`config.mk`:
```
export PLATFORM = sky130hd
export DESIGN_NAME = carc_top
export DESIGN_NICKNAME = d
export VERILOG_FILES = /design/src/rtl/carc_pkg.sv /design/src/rtl/carc_top.sv
export SDC_FILE = /design/constraint.sdc
export NUM_CORES = 1
export LEC_CHECK = 0
export ABC_AREA = 1
export BUFFER_PORTS_ARGS = -buffer_cell sky130_fd_sc_hd__buf_4
export CAP_MARGIN = 20
export CORE_MARGIN = 2
export CORE_UTILIZATION = 60
export CTS_CLUSTER_DIAMETER = 30
export DETAILED_ROUTE_END_ITERATION = 10
export PLACE_DENSITY = 0.86
export SKIP_LAST_GASP = 1
export SLEW_MARGIN = 20
export SYNTH_ARGS = -nofsm -noshare
export SYNTH_HDL_FRONTEND = slang
export SYNTH_SLANG_ARGS = --single-unit
```
`constraint.sdc`:
```
create_clock -name sys_clk -period 4.1 [get_ports sys_clk]
set_clock_uncertainty 0.05 [all_clocks]
set_input_delay 0.615 -clock sys_clk [delete_from_list [all_inputs] [get_ports sys_clk]]
set_output_delay 0.615 -clock sys_clk [all_outputs]
set_load 0.05 [all_outputs]
```
`src/rtl/carc_pkg.sv`:
```
// Constants and types for the configuration-word decode and reset control.
// Operation
// - Twelve-bit setup word: low five bits exist, upper bits read zero.
// - Bit 4 set makes the shared pin a reset; clear ties reset input high.
// - Setup bit 3 clear turns code protection on; set leaves it off.
// - Setup bit 2 enables the watchdog; nothing else can switch it off.
// - Setup bit 1 clear enables reset-pin pull-up, only when bit 4 is set.
// - Setup bit 0 selects 8 MHz oscillator when set, 4 MHz when clear.
// - Running program cannot read or write the setup word; programmer only.
// - Reset runs the calibration load at the top address, then wraps to 0.
// - Calibration location stays readable whatever the code protection setting.
// - Trim at 05h takes 1111 1110 on power-on, kept on other resets.
// - Six reset causes: power-on, pin and watchdog awake or asleep, wake.
// - Awake resets load reset state; sleep pin or watchdog resets keep it. Here both kinds restart the core and reload W alike.
// - Some registers never reset: unknown at power-on, unchanged later.
// - Status upper bits take per-cause patterns from the reset table.
// - Every reset loads program counter low with 1111 1111.
// - After any reset, working register bits 7 to 2 hold calibration value.
// - Start-up delay of 1.125 ms applies only on supply power-up.
// - Sleep ends on a monitored pin change or a watchdog timeout.
// - Watchdog runs from its own RC source, independent of the system clock.
// - Start-up delay counts once reset input is high, then releases reset.
// - Resets other than power-on use the short start-up delay instead.
// - Timeout, powerdown and pin-wake flags keep values until a reset occurs.
package carc_pkg;
    localparam int unsigned CLK_HZ          = 25000000;
    localparam int unsigned POR_DELAY_NS    = 1125000;
    localparam int unsigned SHORT_DELAY_NS  = 10000;
    localparam int unsigned POR_DELAY_CYC   =
        (POR_DELAY_NS * 25 + 999) / 1000;
    localparam int unsigned SHORT_DELAY_CYC =
        (SHORT_DELAY_NS * 25 + 999) / 1000;
    localparam int unsigned CNT_W           = 16;

    localparam logic [7:0] ADDR_PCL    = 8'h02;
    localparam logic [7:0] ADDR_STATUS = 8'h03;
    localparam logic [7:0] ADDR_TRIM   = 8'h05;
    localparam logic [7:0] ADDR_CAUSE  = 8'h10;
    localparam logic [7:0] ADDR_WREG   = 8'h11;
    localparam logic [7:0] ADDR_SCRATCH = 8'h12;

    localparam logic [7:0] TRIM_POR    = 8'hfe;
    localparam logic [7:0] PCL_RESET   = 8'hff;
    localparam logic [8:0] PC_TOP      = 9'h0ff;
    localparam logic [8:0] PC_USER     = 9'h000;
    localparam logic [11:0] SETUP_MASK = 12'h01f;

    localparam int unsigned BIT_RSTFN  = 4;
    localparam int unsigned BIT_CP     = 3;
    localparam int unsigned BIT_WATCHDOG_ENABLE_BIT   = 2;
    localparam int unsigned BIT_PU     = 1;
    localparam int unsigned BIT_FSEL   = 0;
    localparam int unsigned ST_PWF     = 7;
    localparam int unsigned ST_TO      = 4;
    localparam int unsigned ST_PD      = 3;

    typedef enum logic [2:0] {
        CARC_CAUSE_POR      = 3'h0,
        CARC_CAUSE_PIN_RUN  = 3'h1,
        CARC_CAUSE_PIN_SLP  = 3'h2,
        CARC_CAUSE_WDT_RUN  = 3'h3,
        CARC_CAUSE_WDT_SLP  = 3'h4,
        CARC_CAUSE_WAKE     = 3'h5
    } carc_cause_t;

    typedef enum logic [1:0] {
        CARC_ST_LATCH = 2'b00,
        CARC_ST_WAIT  = 2'b01,
        CARC_ST_COUNT = 2'b11,
        CARC_ST_RUN   = 2'b10
    } carc_state_t;

    typedef struct packed {
        logic reset_pin_function_select;
        logic code_protect_on;
        logic watchdog_enable_bit;
        logic reset_pin_pullup_enable;
        logic osc_frequency_select;
    } carc_setup_t;

    typedef struct packed {
        logic [7:0] addr;
        logic [7:0] wdata;
        logic       wr;
        logic       rd;
    } carc_bus_t;
endpackage

```
`src/rtl/carc_top.sv`:
```
// Configuration decode, reset-cause tracking and start-up delay control.
`timescale 1ns/1ps
module carc_top #(
    parameter int unsigned POR_CYC   = carc_pkg::POR_DELAY_CYC,
    parameter int unsigned SHORT_CYC = carc_pkg::SHORT_DELAY_CYC
) (
    input  wire logic               sys_clk,
    input  wire logic               rst_n,
    input  wire logic [11:0]        prog_setup_word,
    input  wire logic               prog_setup_wr,
    input  wire logic               external_reset_pin_n,
    input  wire logic               in_sleep,
    input  wire logic               pin_change,
    input  wire logic               watchdog_timeout,
    input  wire logic [5:0]         cal_value,
    input  wire logic [7:0]         bus_addr,
    input  wire logic [7:0]         bus_wdata,
    input  wire logic               bus_wr,
    input  wire logic               bus_rd,
    output logic [7:0]              bus_rdata,
    output logic                    core_reset_n,
    output logic [8:0]              pc_start,
    output logic                    watchdog_run,
    output logic                    pullup_on,
    output logic                    code_protect_on,
    output logic                    osc_8mhz,
    output logic                    pin_is_reset,
    output logic [7:0]              osc_trim
);
    carc_pkg::carc_bus_t   bus;
    carc_pkg::carc_setup_t setup_r;
    carc_pkg::carc_state_t state_r, state_nxt;
    carc_pkg::carc_cause_t cause_r, cause_nxt;
    logic [11:0]     nv_word_r;
    logic [7:0]      trim_r, status_r, status_nxt, wreg_r, scratch_r;
    logic [7:0]      rdata_r, rdata_nxt;
    logic [carc_pkg::CNT_W-1:0] cnt_r, cnt_nxt, delay_len;
    logic            por_r, rst_in_high, reset_event, count_done;
    logic            user_wr_trim, user_wr_scratch, full_reset;

    assign bus = '{addr: bus_addr, wdata: bus_wdata, wr: bus_wr,
                   rd: bus_rd};

    // The setup word is stored only through the programmer port.
    // It is non-volatile, so power-on reset must leave it untouched.
    always_ff @(posedge sys_clk) begin
        if (prog_setup_wr) begin
            nv_word_r <= prog_setup_word & carc_pkg::SETUP_MASK;
        end
    end

    // Pin reset only counts when the pin is programmed as reset.
    assign rst_in_high = !setup_r.reset_pin_function_select ||
                         external_reset_pin_n;
    // Sleep exits and watchdog/pin resets all restart the core.
    assign reset_event = (state_r == carc_pkg::CARC_ST_RUN) &&
                         (!rst_in_high || watchdog_timeout ||
                          (in_sleep && pin_change));

    // Cause priority: pin over watchdog over wake.
    always_comb begin
        cause_nxt = cause_r;
        if (reset_event) begin
            if (!rst_in_high) begin
                cause_nxt = in_sleep ? carc_pkg::CARC_CAUSE_PIN_SLP
                                     : carc_pkg::CARC_CAUSE_PIN_RUN;
            end else if (watchdog_timeout) begin
                cause_nxt = in_sleep ? carc_pkg::CARC_CAUSE_WDT_SLP
                                     : carc_pkg::CARC_CAUSE_WDT_RUN;
            end else begin
                cause_nxt = carc_pkg::CARC_CAUSE_WAKE;
            end
        end
    end

    // Flags change only on a reset event; an awake pin change leaves them.
    always_comb begin
        status_nxt = status_r;
        if (reset_event) begin
            unique case (cause_nxt)
                carc_pkg::CARC_CAUSE_PIN_SLP: begin
                    status_nxt[carc_pkg::ST_PWF] = 1'b0;
                    status_nxt[carc_pkg::ST_TO]  = 1'b1;
                    status_nxt[carc_pkg::ST_PD]  = 1'b0;
                end
                carc_pkg::CARC_CAUSE_WDT_RUN: begin
                    status_nxt[carc_pkg::ST_PWF] = 1'b0;
                    status_nxt[carc_pkg::ST_TO]  = 1'b0;
                end
                carc_pkg::CARC_CAUSE_WDT_SLP: begin
                    status_nxt[carc_pkg::ST_PWF] = 1'b0;
                    status_nxt[carc_pkg::ST_TO]  = 1'b0;
                    status_nxt[carc_pkg::ST_PD]  = 1'b0;
                end
                carc_pkg::CARC_CAUSE_WAKE: begin
                    status_nxt[carc_pkg::ST_PWF] = 1'b1;
                    status_nxt[carc_pkg::ST_TO]  = 1'b1;
                    status_nxt[carc_pkg::ST_PD]  = 1'b0;
                end
                default: begin
                    status_nxt[carc_pkg::ST_PWF] = 1'b0;
                end
            endcase
        end
    end

    // Sleep-time pin and watchdog resets clear full_reset, but restart the core and reload W like every other reset.
    assign full_reset = (cause_nxt != carc_pkg::CARC_CAUSE_PIN_SLP) &&
                        (cause_nxt != carc_pkg::CARC_CAUSE_WDT_SLP);

    // Long delay on power-up only, short delay otherwise.
    assign delay_len = por_r ? carc_pkg::CNT_W'(POR_CYC)
                             : carc_pkg::CNT_W'(SHORT_CYC);
    assign count_done = (cnt_r + 1'b1 >= delay_len);

    always_comb begin
        state_nxt = state_r;
        cnt_nxt   = cnt_r;
        unique case (state_r)
            carc_pkg::CARC_ST_LATCH: begin
                state_nxt = carc_pkg::CARC_ST_WAIT;
            end
            carc_pkg::CARC_ST_WAIT: begin
                cnt_nxt = '0;
                if (rst_in_high) begin
                    state_nxt = carc_pkg::CARC_ST_COUNT;
                end
            end
            carc_pkg::CARC_ST_COUNT: begin
                if (!rst_in_high) begin
                    state_nxt = carc_pkg::CARC_ST_WAIT;
                end else if (count_done) begin
                    state_nxt = carc_pkg::CARC_ST_RUN;
                end else begin
                    cnt_nxt = cnt_r + 1'b1;
                end
            end
            carc_pkg::CARC_ST_RUN: begin
                if (reset_event) begin
                    state_nxt = carc_pkg::CARC_ST_WAIT;
                end
            end
        endcase
    end

    always_ff @(posedge sys_clk or negedge rst_n) begin
        if (!rst_n) begin
            state_r <= carc_pkg::CARC_ST_LATCH;
            cnt_r   <= '0;
            por_r   <= 1'b1;
            cause_r <= carc_pkg::CARC_CAUSE_POR;
        end else begin
            state_r <= state_nxt;
            cnt_r   <= cnt_nxt;
            cause_r <= cause_nxt;
            if (state_r == carc_pkg::CARC_ST_RUN) begin
                por_r <= 1'b0;
            end
        end
    end

    // Setup is caught once in the first cycle after power-on release.
    always_ff @(posedge sys_clk or negedge rst_n) begin
        if (!rst_n) begin
            setup_r <= '0;
        end else if (state_r == carc_pkg::CARC_ST_LATCH) begin
            setup_r.reset_pin_function_select <=
                nv_word_r[carc_pkg::BIT_RSTFN];
            // A clear bit means protected.
            setup_r.code_protect_on <= !nv_word_r[carc_pkg::BIT_CP];
            setup_r.watchdog_enable_bit <= nv_word_r[carc_pkg::BIT_WATCHDOG_ENABLE_BIT];
            setup_r.reset_pin_pullup_enable <= !nv_word_r[carc_pkg::BIT_PU];
            setup_r.osc_frequency_select <= nv_word_r[carc_pkg::BIT_FSEL];
        end
    end

    assign user_wr_trim    = bus.wr && bus.addr == carc_pkg::ADDR_TRIM;
    assign user_wr_scratch = bus.wr && bus.addr == carc_pkg::ADDR_SCRATCH;

    // Trim keeps its value over every later reset.
    // Scratch is never reset: it models the uninitialised file.
    always_ff @(posedge sys_clk or negedge rst_n) begin
        if (!rst_n) begin
            trim_r   <= carc_pkg::TRIM_POR;
            status_r <= 8'h18;
        end else begin
            status_r <= status_nxt;
            if (user_wr_trim) begin
                trim_r <= bus.wdata;
            end
        end
    end

    always_ff @(posedge sys_clk) begin
        if (user_wr_scratch) begin
            scratch_r <= bus.wdata;
        end
    end

    // Calibration load lands in W bits 7:2 on every reset; it is read
    // from the top word even when code protection is on.
    always_ff @(posedge sys_clk or negedge rst_n) begin
        if (!rst_n) begin
            wreg_r <= 8'h00;
        end else if (state_r == carc_pkg::CARC_ST_COUNT && count_done) begin
            wreg_r <= {cal_value, wreg_r[1:0]};
        end
    end

    // Reads never see the setup word: it has no address.
    always_comb begin
        unique case (bus.addr)
            carc_pkg::ADDR_PCL:     rdata_nxt = carc_pkg::PCL_RESET;
            carc_pkg::ADDR_STATUS:  rdata_nxt = status_r;
            carc_pkg::ADDR_TRIM:    rdata_nxt = trim_r;
            carc_pkg::ADDR_CAUSE:   rdata_nxt = {5'h00, cause_r};
            carc_pkg::ADDR_WREG:    rdata_nxt = wreg_r;
            carc_pkg::ADDR_SCRATCH: rdata_nxt = scratch_r;
            default:                rdata_nxt = 8'h00;
        endcase
    end

    always_ff @(posedge sys_clk or negedge rst_n) begin
        if (!rst_n) begin
            rdata_r       <= 8'h00;
            core_reset_n  <= 1'b0;
            pc_start      <= carc_pkg::PC_TOP;
            watchdog_run  <= 1'b0;
            pullup_on     <= 1'b0;
            code_protect_on <= 1'b0;
            osc_8mhz      <= 1'b0;
            pin_is_reset  <= 1'b0;
            osc_trim      <= carc_pkg::TRIM_POR;
        end else begin
            rdata_r       <= bus.rd ? rdata_nxt : 8'h00;
            core_reset_n  <= state_nxt == carc_pkg::CARC_ST_RUN;
            // Start at the top word, then wrap to user code.
            pc_start      <= (state_nxt == carc_pkg::CARC_ST_RUN)
                             ? carc_pkg::PC_USER : carc_pkg::PC_TOP;
            watchdog_run  <= setup_r.watchdog_enable_bit;
            pullup_on     <= setup_r.reset_pin_function_select &&
                             setup_r.reset_pin_pullup_enable;
            code_protect_on <= setup_r.code_protect_on;
            osc_8mhz      <= setup_r.osc_frequency_select;
            pin_is_reset  <= setup_r.reset_pin_function_select;
            osc_trim      <= trim_r;
        end
    end
    assign bus_rdata = rdata_r;

    a_por_delay: assert property (@(posedge sys_clk) disable iff (!rst_n)
        $rose(core_reset_n) |-> $past(state_r) == carc_pkg::CARC_ST_COUNT)
        else $error("Core left reset without counting delay.");
    a_wdt_sleep: assert property (@(posedge sys_clk) disable iff (!rst_n)
        reset_event && cause_nxt == carc_pkg::CARC_CAUSE_WDT_SLP |=>
        status_r[carc_pkg::ST_TO] == 1'b0 && !status_r[carc_pkg::ST_PD])
        else $error("Watchdog sleep flags wrong.");
    a_wake_flags: assert property (@(posedge sys_clk) disable iff (!rst_n)
        reset_event && cause_nxt == carc_pkg::CARC_CAUSE_WAKE |=>
        status_r[carc_pkg::ST_PWF] && status_r[carc_pkg::ST_TO])
        else $error("Wake flags wrong.");
    a_flags_hold: assert property (@(posedge sys_clk) disable iff (!rst_n)
        !reset_event |=> $stable(status_r))
        else $error("Flags changed without reset.");
    a_reset_enter: assert property (@(posedge sys_clk) disable iff (!rst_n)
        reset_event |=> ##1 !core_reset_n)
        else $error("Reset event did not assert core reset.");
    a_trim_hold: assert property (@(posedge sys_clk) disable iff (!rst_n)
        !user_wr_trim |=> $stable(trim_r))
        else $error("Trim changed without a write.");
    a_pullup_gate: assert property (@(posedge sys_clk) disable iff (!rst_n)
        !setup_r.reset_pin_function_select |=> !pullup_on)
        else $error("Pull-up on while pin is I/O.");
    a_sleep_resume: assert property (@(posedge sys_clk) disable iff (!rst_n)
        reset_event && !full_reset |=> !status_r[carc_pkg::ST_PD])
        else $error("Sleep reset left powerdown flag set.");
    a_setup_stable: assert property (@(posedge sys_clk) disable iff (!rst_n)
        state_r != carc_pkg::CARC_ST_LATCH |=> $stable(setup_r))
        else $error("Setup changed after latch.");
    c_por_run: cover property (@(posedge sys_clk) $rose(core_reset_n));
    c_wake: cover property (@(posedge sys_clk)
        reset_event && cause_nxt == carc_pkg::CARC_CAUSE_WAKE);
    c_wdt_run: cover property (@(posedge sys_clk)
        reset_event && cause_nxt == carc_pkg::CARC_CAUSE_WDT_RUN);
endmodule

```
==> results_tabular.tex <==
\begin{tabular}{lr}
\hline
Metric & Value \\
\hline
\multicolumn{2}{l}{\textbf{Power}} \\
\quad Combinational power share & 0.316 \\
\quad Total power draw & 2.34 mW \\
\quad Clk network pwr share & 0.247 \\
\quad Pwr per Cell Area & 507 nW/um2 \\
\quad Max VDD drop & 319 uV \\
\quad Sequential Power Share & 0.437 \\
\quad Internal power & 1.43 mW \\
\quad Leak & 2.30 nW \\
\quad Switching power & 904 uW \\
\quad Switching part of the total & 0.387 \\
\multicolumn{2}{l}{\textbf{Logic synthesis}} \\
\quad Area share of and/or/nand/nor cells after synthesis & 0.252 \\
\quad Count of yosys warnings during synthesis & 0 \\
\quad Synthesized flop and latch total & 80 \\
\quad Asr flop ratio synth & 0.838 \\
\quad Share of synthesized area spent on multiplexers & 0.0287 \\
\quad Most frequently used flop master after synthesis & sky130\_fd\_sc\_hd\_\_dfrtp\_1 \\
\quad Largest family of logic cells by synthesized area & simple AND/OR/NAND/NOR gates \\
\quad Number of enable flip-flop cells after synthesis & 13 \\
\quad Most repeated cell in the gate-level netlist after synthesis & sky130\_fd\_sc\_hd\_\_nand2\_1 \\
\quad Share of synthesized cell area in full adder, half adder and majority cells & 0.0319 \\
\quad Part of the Yosys area used for sequential elements & 0.533 \\
\quad Area contributors post-synth & sky130\_fd\_sc\_hd\_\_dfrtp\_1 (31\%), sky130\_fd\_sc\_hd\_\_dfstp\_2 (12\%), sky130\_fd\_sc\_hd\_\_nand2\_1 (11\%), sky130\_fd\_sc\_hd\_\_edfxtp\_1 (10\%), sky130\_fd\_sc\_hd\_\_inv\_1 (5.2\%) \\
\quad Netlist area before placement & 3920 um2 \\
\quad List of most frequent post-synthesis cells & sky130\_fd\_sc\_hd\_\_nand2\_1 (114), sky130\_fd\_sc\_hd\_\_inv\_1 (54), sky130\_fd\_sc\_hd\_\_dfrtp\_1 (49) \\
\quad Synthesized instance count & 427 \\
\quad Synth unique cells & 39 \\
\quad Biggest area consumer among synthesized cells & sky130\_fd\_sc\_hd\_\_dfrtp\_1 \\
\quad Mean cell area of the mapped netlist & 9.18 um2 \\
\quad Post-synthesis xor/xnor area fraction & 0.0134 \\
\quad Net count after synthesis & 480 \\
\quad Complex-gate fraction of the synthesized area & 0.0600 \\
\quad Synth top area share & 0.313 \\
\multicolumn{2}{l}{\textbf{Hold path}} \\
\quad Hold WC Path Type & primary input to async pin \\
\multicolumn{2}{l}{\textbf{Cells and area}} \\
\quad Count of fill cells added during filler insertion & 459 \\
\quad Antenna diode count & 0 \\
\quad Reg area & 2090 um2 \\
\quad Fraction of final layout cells with drive strength greater than 1 & 0.258 \\
\quad Area of combinational cells with multiple inputs & 1520 um2 \\
\quad Number of nets at the end of the flow & 544 \\
\quad Area growth from synthesis to final layout & 17.5\% \\
\quad Final non-filler cell area & 4610 um2 \\
\multicolumn{2}{l}{\textbf{Routing}} \\
\quad Routed WL per cell & 14.2 um \\
\quad Count of antenna-violating nets left after detailed routing & 0 \\
\quad First DRT Iteration DRCs & 157 \\
\quad Post-Route WL & 8160 um \\
\quad DR DRC count & 0 \\
\quad Pre-Repair DR Iteration Count & 5 \\
\quad DR vias/cell & 5.45 \\
\quad Detailed-route via count & 3120 \\
\multicolumn{2}{l}{\textbf{Floorplan}} \\
\quad Horizontal die dimension & 84.8 um \\
\quad Die Height & 84.8 um \\
\quad Die Outline Area & 7190 um2 \\
\quad Area of the core & 6350 um2 \\
\quad Initial core utilization & 0.617 \\
\quad Row cnt & 29 \\
\quad Number of I/O pins & 74 \\
\multicolumn{2}{l}{\textbf{Place}} \\
\quad Standard cell area after detailed placement & 4410 um2 \\
\quad Port buffer count & 65 \\
\quad Pre-CTS setup slack & 0.944 ns \\
\quad Global placement routability congestion & 0.894 \\
\quad HPWL after detailed placement & 5850 um \\
\multicolumn{2}{l}{\textbf{Timing}} \\
\quad Maximum operating frequency & 0.313 GHz \\
\quad Max-slew violation count & 0 \\
\quad Final-layout setup total negative slack & 0 ns \\
\quad Setup repair after global routing missed its margin & false \\
\quad Final cycle utilization of the critical path & 0.778 \\
\quad Post-layout min period & 3.19 ns \\
\quad Final Hold Violating Endpoints & 0 \\
\quad Setup ws final & 0.910 ns \\
\quad Slew Limit Headroom & 0.358 \\
\quad Pin slew with the least headroom to its limit & 0.955 ns \\
\quad Final number of setup-violating endpoints & 0 \\
\multicolumn{2}{l}{\textbf{Critical path}} \\
\quad Setup slack on the worst flop-to-flop path & 0.91 ns \\
\quad Worst path most repeated cell & sky130\_fd\_sc\_hd\_\_nand2\_1 \\
\quad Crit end category & flop \\
\quad Critical path class & flop to flop \\
\quad Data arrival, critical path & 3.43 ns \\
\quad Crit path launch type & flop \\
\quad Required time at the worst-slack endpoint & 4.34 ns \\
\quad Slowest Stage Delay on Critical Path & 0.46 ns \\
\quad Cell type of the slowest stage on the worst timing path & sky130\_fd\_sc\_hd\_\_dfrtp\_1 \\
\quad Cell-by-cell trace of the critical path & ha\_1 -> inv\_1 -> nor2\_4 -> nand2\_4 -> nor2\_8 -> nand3\_1 -> nand2\_1 -> inv\_1 -> ha\_1 -> nand2\_1 -> inv\_1 -> nand2\_1 -> nand3b\_1 -> nor2\_1 -> nand3\_1 -> nand2\_1 -> nand2\_1 -> nand2\_4 -> nand2\_4 -> nand2\_2 -> nand2\_1 -> nand2\_1 \\
\quad Worst Path Max Fanout & 20 \\
\multicolumn{2}{l}{\textbf{GRT}} \\
\quad Tot GR Track Use & 0.239 \\
\quad Global route overflow & 0 \\
\quad Largest net degree at the start of global routing & 68 \\
\quad Initial antenna violation count & 0 \\
\quad Global Route met2 Usage & 0.397 \\
\quad GR Layer Usage met3 & 0.0486 \\
\quad GRT Max-Usage Layer & met2 \\
\quad Vias in the first global route & 3033 \\
\quad Global-route met1 utilization & 0.313 \\
\quad Global-route wire length before repair & 13700 um \\
\multicolumn{2}{l}{\textbf{Clock tree}} \\
\quad Post-CTS setup buffer count & 0 \\
\quad Clock tree from TritonCTS & built \\
\quad Cell chosen for the clock root & sky130\_fd\_sc\_hd\_\_clkbuf\_8 \\
\quad Clk Latency, worst-skew pair & 0.35 ns \\
\quad Total of cells resized after clock tree synthesis & 0 \\
\quad Num CTS Buffers & 9 \\
\quad Clock net sink count & 80 \\
\quad CTS Buffer Depth & 2 \\
\quad Quantity of hold-fixing buffers added after cts & 0 \\
\quad Number of H-tree levels & 3 \\
\quad Clock slew at reported path FFs & 0.08 ns \\
\multicolumn{2}{l}{\textbf{Outcome}} \\
\quad Outcome & finished, final reports clean \\
\multicolumn{2}{l}{\textbf{Flow run}} \\
\quad Max-cap viol count & 0 \\
\hline
\end{tabular}
==> final cells by class <==
| class | instances | share of cell area |
|---|---|---|
| clock inverters | 6 | 0.0149 |
| flip-flops and latches | 80 | 0.454 |
| multi-input cells | 279 | 0.330 |
| inverters | 54 | 0.0440 |
| well taps | 77 | 0.0209 |
| clock buffers | 10 | 0.0277 |
| repair buffers | 67 | 0.109 |
==> placed cells by master, fill, tap and decap left out, drive strengths merged <==
cell type  netlist  layout
a41oi            6       6
nand3b           2       2
clkinv           0       2
clkbuf           3      10
nor3             3       3
a21boi           1       1
xor2             3       3
bufinv           0       1
nand2          120     120
edfxtp          13      13
nor2            43      43
inv             54      55
a21oi            5       5
o221ai           1       1
dfrtp           49      49
nand4            6       6
buf             11      67
mux2            10      10
a31oi            6       6
nor4             2       2
clkinvlp         0       2
o21a             1       1
ha              10      10
nand3           38      38
conb             1       1
o31ai            2       2
and2             1       1
o211ai           3       3
and3             1       1
xnor2            3       3
o21ai           11      11
dfstp           18      18
==> sequential cells by signal, indices dropped and copies added, names as in the netlist, 2 cells and up <==
| register | count |
|---|---|
| cause_r | 3 |
| bus_rdata | 8 |
| trim_r | 8 |
| nv_word_r | 5 |
| scratch_r | 8 |
| status_r | 3 |
| wreg_r | 6 |
| osc_trim | 8 |
| setup_r | 5 |
| cnt_r | 16 |
| state_r | 2 |
==> power by group through the flow <==
stage | combinational (mW) | sequential, mW | clock, mW
floorplan | 0.445 | 1.14 | 0
global route | 0.806 | 1.04 | 0.615
CTS | 0.741 | 1.02 | 0.584
detailed placement | 0.738 | 1.04 | 0
global placement | 0.724 | 1.03 | 0
finish | 0.738 | 1.02 | 0.577
==> worst paths after layout <==
check,cells past startpoint,end,start
setup / recovery,22,cnt_r[14]$_DFFE_PN0P_,cnt_r[0]$_DFFE_PN0P_
hold / removal,1,code_protect_on$_DFF_PN0_,rst_n
setup reg to reg,22,cnt_r[14]$_DFFE_PN0P_,cnt_r[0]$_DFFE_PN0P_
hold reg to reg,0,osc_trim[4]$_DFF_PN1_,trim_r[4]$_DFFE_PN1P_
max in group asynchronous,1,wreg_r[7]$_DFFE_PN0N_,rst_n
min in group sys_clk,0,osc_trim[4]$_DFF_PN1_,trim_r[4]$_DFFE_PN1P_
==> metrics by stage <==
stage | hold slack, ns | utilization | cells
floorplan | 0.269 | - | 427
global placement | 0.311 | 0.694 | 557
detailed placement | 0.312 | 0.694 | 557
CTS | 0.329 | 0.725 | 573
global route | 0.335 | 0.725 | 573
finish | 0.306 | 0.725 | 573
==> cells by family after synthesis <==
group	count (synthesis)
adder cells (fa/ha/maj)	10
AO/OA/AOI/OAI	36
AND/OR/NAND/NOR	216
flip-flops	80
multiplexers	10
XOR/XNOR	6
buffers and inverters	68
other	1
==> metal layers <==
| metal | vias to the layer above | part of all wire |
|---|---|---|
| li1 | 1509 | - |
| met1 | 1501 | 0.43 |
| met2 | 95 | 0.50 |
| met3 | 15 | 0.051 |
| met4 | 0 | 0.019 |
| met5 | - | 0 |
==> worst max-delay path: cells and delay by family, from the launching register on <==
family	cells	cell delay, ns
flops	1	0.46
fa+ha+maj	2	0.49
buf+inv	3	0.21
simple gates	17	1.93
No activity file was read; power rests on OpenSTA's default activity.
